--- config.mk ---
export PLATFORM = sky130hd
export DESIGN_NAME = codec_ctl_regs
export DESIGN_NICKNAME = d
export VERILOG_FILES = /design/src/rtl/codec_ctl_pkg.sv /design/src/rtl/gain_if.sv /design/src/rtl/gain_decode.sv /design/src/rtl/codec_ctl_regs.sv
export VERILOG_INCLUDE_DIRS = /design/src /design/src/rtl
export SDC_FILE = /design/constraint.sdc
export NUM_CORES = 1
export LEC_CHECK = 0
export BUFFER_PORTS_ARGS = -buffer_cell sky130_fd_sc_hd__buf_2
export CAP_MARGIN = 20
export CORE_MARGIN = 3
export CORE_UTILIZATION = 47
export CTS_BUF_LIST = sky130_fd_sc_hd__clkbuf_8 sky130_fd_sc_hd__clkbuf_16
export DETAILED_ROUTE_END_ITERATION = 6
export PLACE_DENSITY = 0.91
export SYNTH_ARGS = -nofsm -noshare
export SYNTH_HDL_FRONTEND = slang
export SYNTH_SLANG_ARGS = --single-unit
--- constraint.sdc ---
create_clock -name clk -period 3.15 [get_ports clk]
set_input_delay 0.4725 -clock clk [delete_from_list [all_inputs] [get_ports clk]]
set_output_delay 0.4725 -clock clk [all_outputs]
set_load 0.03 [all_outputs]
--- src/rtl/codec_ctl_defs.svh ---
// Constants for the codec mode and gain control register bank.
// Assumes inclusion by bare name from rtl/ sources.
`ifndef CODEC_CTL_DEFS_SVH
`define CODEC_CTL_DEFS_SVH

`define CW_RW_BIT 12
`define CW_REG_HI 11
`define CW_REG_LO 9
`define CW_DATA_HI 7
`define CW_DATA_LO 0
`define REG_NUM_MODE 3'h3
`define REG_NUM_GAIN 3'h4
`define MODE_RESET 8'h00
`define GAIN_RESET 8'h00
`define MODE_LOOP_HI 7
`define MODE_LOOP_LO 6
`define MODE_CONT_BIT 5
`define MODE_FSEL_BIT 4
`define MODE_FVAL_BIT 3
`define MODE_CHAN_HI 2
`define MODE_CHAN_LO 1
`define MODE_FMT_BIT 0
`define GAIN_ADC_HI 7
`define GAIN_ADC_LO 4
`define GAIN_DAC_HI 3
`define GAIN_DAC_LO 0

`endif

--- src/rtl/codec_ctl_pkg.sv ---
// Types for the codec mode and gain control register bank.
// Assumes the defines header is compiled alongside.
package codec_ctl_pkg;
   typedef enum logic [1:0] {LOOP_NONE, LOOP_ANALOG, LOOP_DIGITAL, LOOP_EVENT} loop_type;
   typedef enum logic [1:0] {CHAN_BOTH, CHAN_ADC_OFF, CHAN_DAC_OFF, CHAN_PWRDN} chan_type;
   // Signed gain in dB; mute reported separately
   typedef struct packed {
      logic mute;
      logic signed [7:0] db;
   } gain_type;
endpackage : codec_ctl_pkg

--- src/rtl/gain_if.sv ---
// Interface carrying one decoded amplifier gain between modules.
// Assumes the types package is compiled first.
`timescale 1ns/1ps
`default_nettype none
interface gain_if;
   logic [3:0] code;
   codec_ctl_pkg::gain_type gain;
   modport decoder (input code, output gain);
   modport user (output code, input gain);
endinterface : gain_if
`default_nettype wire

--- src/rtl/gain_decode.sv ---
// Decodes a 4-bit amplifier gain code into dB and a mute flag.
// Assumes the code input is a registered nibble on the same clock.
`timescale 1ns/1ps
`default_nettype none
module gain_decode (
   gain_if.decoder g
);
   import codec_ctl_pkg::*;

   function automatic gain_type decode_gain(input logic [3:0] code);
      gain_type r;
      r.mute = 1'b0;
      r.db = 8'sd0;
      case (code)
         4'hf: r.mute = 1'b1;
         4'he: r.db = 8'sd24;
         4'hd: r.db = 8'sd18;
         4'hc: r.db = 8'sd12;
         4'hb: r.db = 8'sd9;
         4'ha: r.db = 8'sd6;
         4'h9: r.db = 8'sd3;
         4'h8: r.db = -8'sd3;
         4'h7: r.db = -8'sd6;
         4'h6: r.db = -8'sd9;
         4'h5: r.db = -8'sd12;
         4'h4: r.db = -8'sd18;
         4'h3: r.db = -8'sd24;
         4'h2: r.db = -8'sd30;
         4'h1: r.db = -8'sd36;
         default: r.db = 8'sd0;
      endcase
      return r;
   endfunction : decode_gain

   assign g.gain = decode_gain(g.code);
endmodule : gain_decode
`default_nettype wire

--- src/rtl/codec_ctl_regs.sv ---
// Mode and gain control registers of the codec, written by 16-bit control words.
// Assumes word_valid is a one-cycle strobe from the serial deserialiser on clk.
// Assumes is_master and sec_comm_flag come from logic on the same clock.
// Reads and words for other register numbers are ignored; there is no read path.
// The flag pin is registered and lags its source by one cycle.
`timescale 1ns/1ps
`default_nettype none
`include "codec_ctl_defs.svh"
module codec_ctl_regs (
   input wire logic clk,
   input wire logic rst,
   input wire logic word_valid,
   input wire logic [15:0] word_data,
   input wire logic is_master,
   input wire logic sec_comm_flag,
   output logic [7:0] mode_reg,
   output logic [7:0] gain_reg,
   output codec_ctl_pkg::loop_type loop_mode,
   output logic event_monitor,
   output logic cont_xfer,
   output logic flag_pin,
   output codec_ctl_pkg::chan_type chan_state,
   output logic adc_disable,
   output logic dac_disable,
   output logic power_down,
   output logic adc_16bit,
   output codec_ctl_pkg::gain_type adc_gain,
   output codec_ctl_pkg::gain_type dac_gain
);
   import codec_ctl_pkg::*;

   // ----------------------------------------------------------------
   // State
   // ----------------------------------------------------------------
   typedef struct packed {
      logic [7:0] mode;
      logic [7:0] gain;
      logic flag;
   } state_type;

   // Named view of the mode register, most significant field first
   typedef struct packed {
      loop_type loop;
      logic cont;
      logic flag_sel;
      logic flag_val;
      chan_type chan;
      logic fmt;
   } mode_view_type;

   state_type state_ff;
   state_type nxt_state;
   logic is_write;
   logic [2:0] reg_num;
   logic [7:0] wdata;
   gain_if adc_g ();
   gain_if dac_g ();
   mode_view_type mode_view;

   // ----------------------------------------------------------------
   // Field layout checks
   // ----------------------------------------------------------------
   localparam int REG_NUM_WIDTH = `CW_REG_HI - `CW_REG_LO + 1;
   localparam int CONTENT_WIDTH = `CW_DATA_HI - `CW_DATA_LO + 1;
   localparam int ADC_CODE_WIDTH = `GAIN_ADC_HI - `GAIN_ADC_LO + 1;
   localparam int DAC_CODE_WIDTH = `GAIN_DAC_HI - `GAIN_DAC_LO + 1;

   // The decode assumes a 3-bit register number, 8-bit content and 4-bit gain codes
   if (REG_NUM_WIDTH != 3) begin : g_bad_reg_num
      $error("register number field must be three bits wide");
   end
   if (CONTENT_WIDTH != 8) begin : g_bad_content
      $error("register content field must be eight bits wide");
   end
   if (ADC_CODE_WIDTH != 4) begin : g_bad_adc_code
      $error("input gain code field must be four bits wide");
   end
   if (DAC_CODE_WIDTH != 4) begin : g_bad_dac_code
      $error("output gain code field must be four bits wide");
   end
   if (`REG_NUM_MODE == `REG_NUM_GAIN) begin : g_bad_reg_map
      $error("mode and gain registers need distinct numbers");
   end
   // The named view only holds while the field positions keep their layout
   if ($bits(mode_view_type) != 8 || `MODE_CONT_BIT != 5 || `MODE_FMT_BIT != 0) begin : g_bad_view
      $error("mode register view does not match the field positions");
   end

   // ----------------------------------------------------------------
   // Decode helpers
   // ----------------------------------------------------------------
   function automatic logic word_writes(input logic valid, input logic [15:0] word);
      return valid && !word[`CW_RW_BIT];
   endfunction : word_writes

   function automatic logic [2:0] word_reg_num(input logic [15:0] word);
      return word[`CW_REG_HI:`CW_REG_LO];
   endfunction : word_reg_num

   function automatic logic [7:0] word_content(input logic [15:0] word);
      return word[`CW_DATA_HI:`CW_DATA_LO];
   endfunction : word_content

   // Numbers other than the two held here fall through silently
   function automatic logic write_hits(input logic wr, input logic [2:0] num,
         input logic [2:0] target);
      return wr && (num == target);
   endfunction : write_hits

   function automatic loop_type loop_field(input logic [7:0] mode);
      return loop_type'(mode[`MODE_LOOP_HI:`MODE_LOOP_LO]);
   endfunction : loop_field

   function automatic chan_type chan_field(input logic [7:0] mode);
      return chan_type'(mode[`MODE_CHAN_HI:`MODE_CHAN_LO]);
   endfunction : chan_field

   // Power-down silences both channels as well as the rest of the device
   function automatic logic adc_is_off(input chan_type c);
      return (c == CHAN_ADC_OFF) || (c == CHAN_PWRDN);
   endfunction : adc_is_off

   function automatic logic dac_is_off(input chan_type c);
      return (c == CHAN_DAC_OFF) || (c == CHAN_PWRDN);
   endfunction : dac_is_off

   function automatic logic [3:0] adc_code(input logic [7:0] gain);
      return gain[`GAIN_ADC_HI:`GAIN_ADC_LO];
   endfunction : adc_code

   function automatic logic [3:0] dac_code(input logic [7:0] gain);
      return gain[`GAIN_DAC_HI:`GAIN_DAC_LO];
   endfunction : dac_code

   // ----------------------------------------------------------------
   // Control word split
   // ----------------------------------------------------------------

   assign is_write = word_writes(word_valid, word_data);
   assign reg_num = word_reg_num(word_data);
   assign wdata = word_content(word_data);
   assign mode_view = mode_view_type'(state_ff.mode);

   // ----------------------------------------------------------------
   // Write decode and flag steering
   // ----------------------------------------------------------------
   always_comb begin
      nxt_state = state_ff;
      // Reads and unknown register numbers leave the mode and gain registers alone
      if (write_hits(is_write, reg_num, `REG_NUM_MODE)) begin
         nxt_state.mode = wdata;
      end
      if (write_hits(is_write, reg_num, `REG_NUM_GAIN)) begin
         nxt_state.gain = wdata;
      end
      // Flag source follows the register contents, one cycle late at the pin
      if (mode_view.flag_sel) begin
         nxt_state.flag = mode_view.flag_val;
      end else begin
         nxt_state.flag = sec_comm_flag;
      end
   end

   // ----------------------------------------------------------------
   // Registers
   // ----------------------------------------------------------------
   always_ff @(posedge clk) begin
      if (rst) begin
         state_ff.mode <= `MODE_RESET;
         state_ff.gain <= `GAIN_RESET;
         state_ff.flag <= 1'b0;
      end else begin
         state_ff <= nxt_state;
      end
   end

   // ----------------------------------------------------------------
   // Loopback and transfer mode
   // ----------------------------------------------------------------
   assign mode_reg = state_ff.mode;
   assign gain_reg = state_ff.gain;
   assign loop_mode = loop_field(state_ff.mode);
   assign event_monitor = (loop_mode == LOOP_EVENT);
   // Only a cascade master may stream; a slave ignores the bit
   assign cont_xfer = mode_view.cont && is_master;

   // ----------------------------------------------------------------
   // Flag pin
   // ----------------------------------------------------------------
   assign flag_pin = state_ff.flag;

   // ----------------------------------------------------------------
   // Channel state and ADC format
   // ----------------------------------------------------------------
   assign chan_state = chan_field(state_ff.mode);
   assign adc_disable = adc_is_off(chan_state);
   assign dac_disable = dac_is_off(chan_state);
   assign power_down = (chan_state == CHAN_PWRDN);
   assign adc_16bit = mode_view.fmt;

   // ----------------------------------------------------------------
   // Amplifier gains
   // ----------------------------------------------------------------
   assign adc_g.code = adc_code(state_ff.gain);
   assign dac_g.code = dac_code(state_ff.gain);
   assign adc_gain = adc_g.gain;
   assign dac_gain = dac_g.gain;

   gain_decode u_adc_gain (
      .g(adc_g.decoder)
   );

   gain_decode u_dac_gain (
      .g(dac_g.decoder)
   );
endmodule : codec_ctl_regs
`default_nettype wire

==> out/summary.log <==
qor: status.run_status finished, final reports clean
qor: setup_path.critical_path.top_delay_family flip-flops
qor: sta.final.setup_skew 0.0001590 ns
qor: detailed_routing.post_route_drc_violation_count 0
qor: synthesis.syn_area_per_cell 8.439 µm²
qor: floorplan.io-pin-count 66
qor: detailed_routing.detailedRoute.firstPassIterationCount 3
qor: grt.grtUsageTotal 0.1649
qor: setup_path.cpPeakStageDelay 0.51 ns
qor: setup_path.critical_path_arrival 1.55 ns
qor: placed_design.post-place-cells 208
qor: synthesis.yosys_most_used_dff sky130_fd_sc_hd__dfxtp_1
qor: setup_path.worstPathRequired 2.68 ns
qor: cts.clock_insertion_delay_worst_skew 0.25 ns
qor: synthesis.synth.yosys.seq_area_share 0.2944
qor: grt.via_count_of_the_first_global_routing_pass 955
qor: detailed_routing.detail_route.wl_per_cell 11.65 µm
qor: setup_path.cp-start-kind flop
qor: grt.maximum_number_of_pins_on_one_net_before_global_route_repair 26
qor: sta.setup_viol 0
qor: final_layout.multi_input_comb_area 699.4 µm²
qor: sta.slew_worst_pin 0.4414 ns
qor: hold_path.min_path_type primary input to flop
qor: setup_path.criticalPathCategory flop to primary output
qor: cts.postCtsHoldBufs 0
qor: synthesis.synth_nets 158
qor: setup_path.critical_path.endpoint_type primary output
qor: floorplan.fp-row-count 17
qor: cts.clock_tree.buffer_depth 2
qor: floorplan.design.die.area 3091 µm²
qor: setup_path.worst-r2r-setup-slack 2.29 ns
qor: pwr.cellPowerDensity 319.8 nW/µm²
qor: final_layout.post_route_cells_drive_above_1_share 0.3913
qor: placed_design.numPortBuffers 61
qor: cts.cts_buffers 3
qor: sta.fmaxAchievable 495.5 MHz
qor: final_layout.final-seq-area 340.3 µm²
qor: detailed_routing.drt-total-wl 2470 µm
qor: final_layout.final_cells 212
qor: final_layout.area_added_between_synthesis_and_finish 24.35%
qor: detailed_routing.vias 1070
qor: synthesis.synth_largest_type_area_fraction 0.2944
qor: cts.cts_resized 0
qor: synthesis.netlist_area 1156 µm²
qor: final_layout.nNetsFinal 206
qor: synthesis.synthDominantAreaCellType sky130_fd_sc_hd__dfxtp_1
qor: synthesis.yosys_warnings 0
qor: detailed_routing.dr.first_iter.drc_count 27
qor: synthesis.synth_edf_count 0
qor: synthesis.ys_types 34
qor: synthesis.synth_area_leaders sky130_fd_sc_hd__dfxtp_1 29%, sky130_fd_sc_hd__nand2b_1 16%, sky130_fd_sc_hd__mux2i_1 15%, sky130_fd_sc_hd__buf_4 5.2%, sky130_fd_sc_hd__buf_2 2.6%
qor: grt.grt_antenna_before_repair 0
qor: floorplan.die-width 55.60 µm
qor: cts.clock_edge_transition_at_the_registers_on_the_reported_setup_and_hold_paths 0.07 ns
qor: synthesis.async_reset_ff_frac 0
qor: setup_path.critical_path_fanouts_max 11
qor: cts.cts_tree yes
qor: floorplan.initial_core_util 0.5080
qor: sta.period_share 0.6407
qor: final_layout.diodes 0
qor: sta.period_minus_slack 2.018 ns
qor: setup_path.cpMaxStageDelayCell sky130_fd_sc_hd__dfxtp_1
qor: floorplan.die_outline_height 55.60 µm
qor: cts.clock-root-buffer sky130_fd_sc_hd__clkbuf_8
qor: synthesis.syn_inst 137
qor: pwr.irDropWorstVdd 0.2755 mV
qor: placed_design.routability_congestion 0.7672
qor: sta.setup_tns 0 ns
qor: detailed_routing.post_route_ant_nets 0
qor: sta.slew-limit-headroom 0.7048
qor: setup_path.critical_path_buf_inv_count 2
qor: grt.grt_overflow_total 0
qor: cts.cts_setup_buffers 0
qor: synthesis.synth_seq_cells 17
qor: cts.clock_sink_count 17
qor: sta.timing_max_transition_violations_final 0
qor: detailed_routing.avgViaCountPerCell 5.047
qor: sta.rsz0062_at_grt no
qor: sta.finalHoldViolCount 0
qor: grt.grt_first_pass_wirelength 4222 µm
qor: pwr.leakagePower 0.0007674 µW
qor: setup_path.cp_cell_instances inv_1 -> maj3_2 -> xor2_1 -> buf_2
qor: job.maxCapViolations 0
qor: floorplan.core_area 2276 µm²
qor: cts.htreeDepth 1
qor: placed_design.place.detailed.hpwl 1918 µm
qor: final_layout.num-fill-cells 203
-- final cells by class --
class / instances / share of cell area
Tap cell: 28 / 0.02437
Timing Repair Buffer: 61 / 0.2124
Inverter: 3 / 0.007833
Multi-Input combinational cell: 99 / 0.4865
Clock buffer: 3 / 0.02872
Sequential cell: 17 / 0.2367
Clock inverter: 1 / 0.003481
-- worst register-to-register path, delay by kind of cell, from the launching register on --
kind          cells  cell delay, ns
flops             1            0.55
mux               1            0.14
simple gates      1            0.09
-- final timing paths --
check / startpoint / endpoint / depth (start not counted)
min reg2reg: mode_reg[3] / mode_reg[3] / 2
max reg2reg: gain_reg[4] / gain_reg[4] / 2
min: sec_comm_flag / flag_pin / 3
max: gain_reg[1] / dac_gain[3] / 4
-- cells in the final DEF, fill, tap and decap left out --
cell type	count
sky130_fd_sc_hd__inv_1	3
sky130_fd_sc_hd__maj3_2	1
sky130_fd_sc_hd__clkinv_2	1
sky130_fd_sc_hd__and2b_2	1
sky130_fd_sc_hd__nand3_2	1
sky130_fd_sc_hd__clkbuf_8	3
sky130_fd_sc_hd__nor3b_1	2
sky130_fd_sc_hd__nand2b_4	1
sky130_fd_sc_hd__a21oi_1	3
sky130_fd_sc_hd__nor3_1	3
sky130_fd_sc_hd__a211o_1	1
sky130_fd_sc_hd__nand2_1	6
sky130_fd_sc_hd__nand3b_1	1
sky130_fd_sc_hd__or3_1	1
sky130_fd_sc_hd__and3_1	1
sky130_fd_sc_hd__o22ai_1	1
sky130_fd_sc_hd__nand2b_1	29
sky130_fd_sc_hd__nor3_4	1
sky130_fd_sc_hd__o22a_1	1
sky130_fd_sc_hd__a221oi_1	2
sky130_fd_sc_hd__xnor2_1	2
sky130_fd_sc_hd__xor2_1	2
sky130_fd_sc_hd__mux2i_1	17
sky130_fd_sc_hd__nor2b_1	3
sky130_fd_sc_hd__buf_2	61
sky130_fd_sc_hd__o221ai_1	1
sky130_fd_sc_hd__and2_1	3
sky130_fd_sc_hd__nor2_1	7
sky130_fd_sc_hd__o32ai_1	1
sky130_fd_sc_hd__or3_4	1
sky130_fd_sc_hd__dfxtp_1	17
sky130_fd_sc_hd__or2_2	1
sky130_fd_sc_hd__o21ai_0	5
-- kinds of logic after synthesis --
logic type | Yosys count | synth area share
and+or+nand+nor | 62 | 0.3323
buffers and inverters | 21 | 0.1006
AOI/OAI and AO/OA | 15 | 0.08550
DFF | 17 | 0.2944
muxes | 17 | 0.1472
adders and majority gates | 1 | 0.009740
xor gates and xnor gates | 4 | 0.03031
-- per-layer routing --
layer | part of all wire | GRT usage | vias to the layer above
li1 | - | - | 539
met4 | 0.0057 | 0.04167 | 0
met2 | 0.48 | 0.2770 | 38
met5 | 0 | 0 | -
met3 | 0.085 | 0.05800 | 2
met1 | 0.43 | 0.1994 | 491
-- per-stage QoR --
step / power [µW] / worst slack [ns] / hold WS (ns) / utilization / instance area, µm²
floorplan: 283.3 / 0.8893 / 0.6030 / - / 1156
global placement: 304.7 / 1.428 / 0.4724 / 0.6113 / 1391
detailed placement: 306.1 / 1.401 / 0.4863 / 0.6113 / 1391
CTS: 465.9 / 1.119 / 0.4476 / 0.6317 / 1438
global route: 481.9 / 0.9937 / 0.4715 / 0.6317 / 1438
finish: 459.7 / 1.132 / 0.4501 / 0.6317 / 1438
-- synthesized netlist by cell type (2+ instances only) --
cell type and n:
sky130_fd_sc_hd__clkbuf_1 3, sky130_fd_sc_hd__nor3b_1 2, sky130_fd_sc_hd__and2_1 3, sky130_fd_sc_hd__a21oi_1 3, sky130_fd_sc_hd__nand2_1 6, sky130_fd_sc_hd__inv_1 3
sky130_fd_sc_hd__nor2b_1 3, sky130_fd_sc_hd__a221oi_1 2, sky130_fd_sc_hd__nand2b_1 29, sky130_fd_sc_hd__nor3_1 3, sky130_fd_sc_hd__buf_4 8, sky130_fd_sc_hd__xor2_1 2
sky130_fd_sc_hd__dfxtp_1 17, sky130_fd_sc_hd__nor2_1 7, sky130_fd_sc_hd__mux2i_1 17, sky130_fd_sc_hd__buf_2 6, sky130_fd_sc_hd__o21ai_0 5, sky130_fd_sc_hd__xnor2_1 2
-- report_power, final --
group | leakage [µW] | total [µW] | internal, µW | switching [µW]
clock | 0.0000255 | 159 | 87.6 | 71.5
combinational | 0.000604 | 77.3 | 30.8 | 46.4
sequential | 0.000137 | 223 | 218 | 5.02
total | 0.000767 | 460 | 337 | 123
Power figures use the tool's default switching activity.
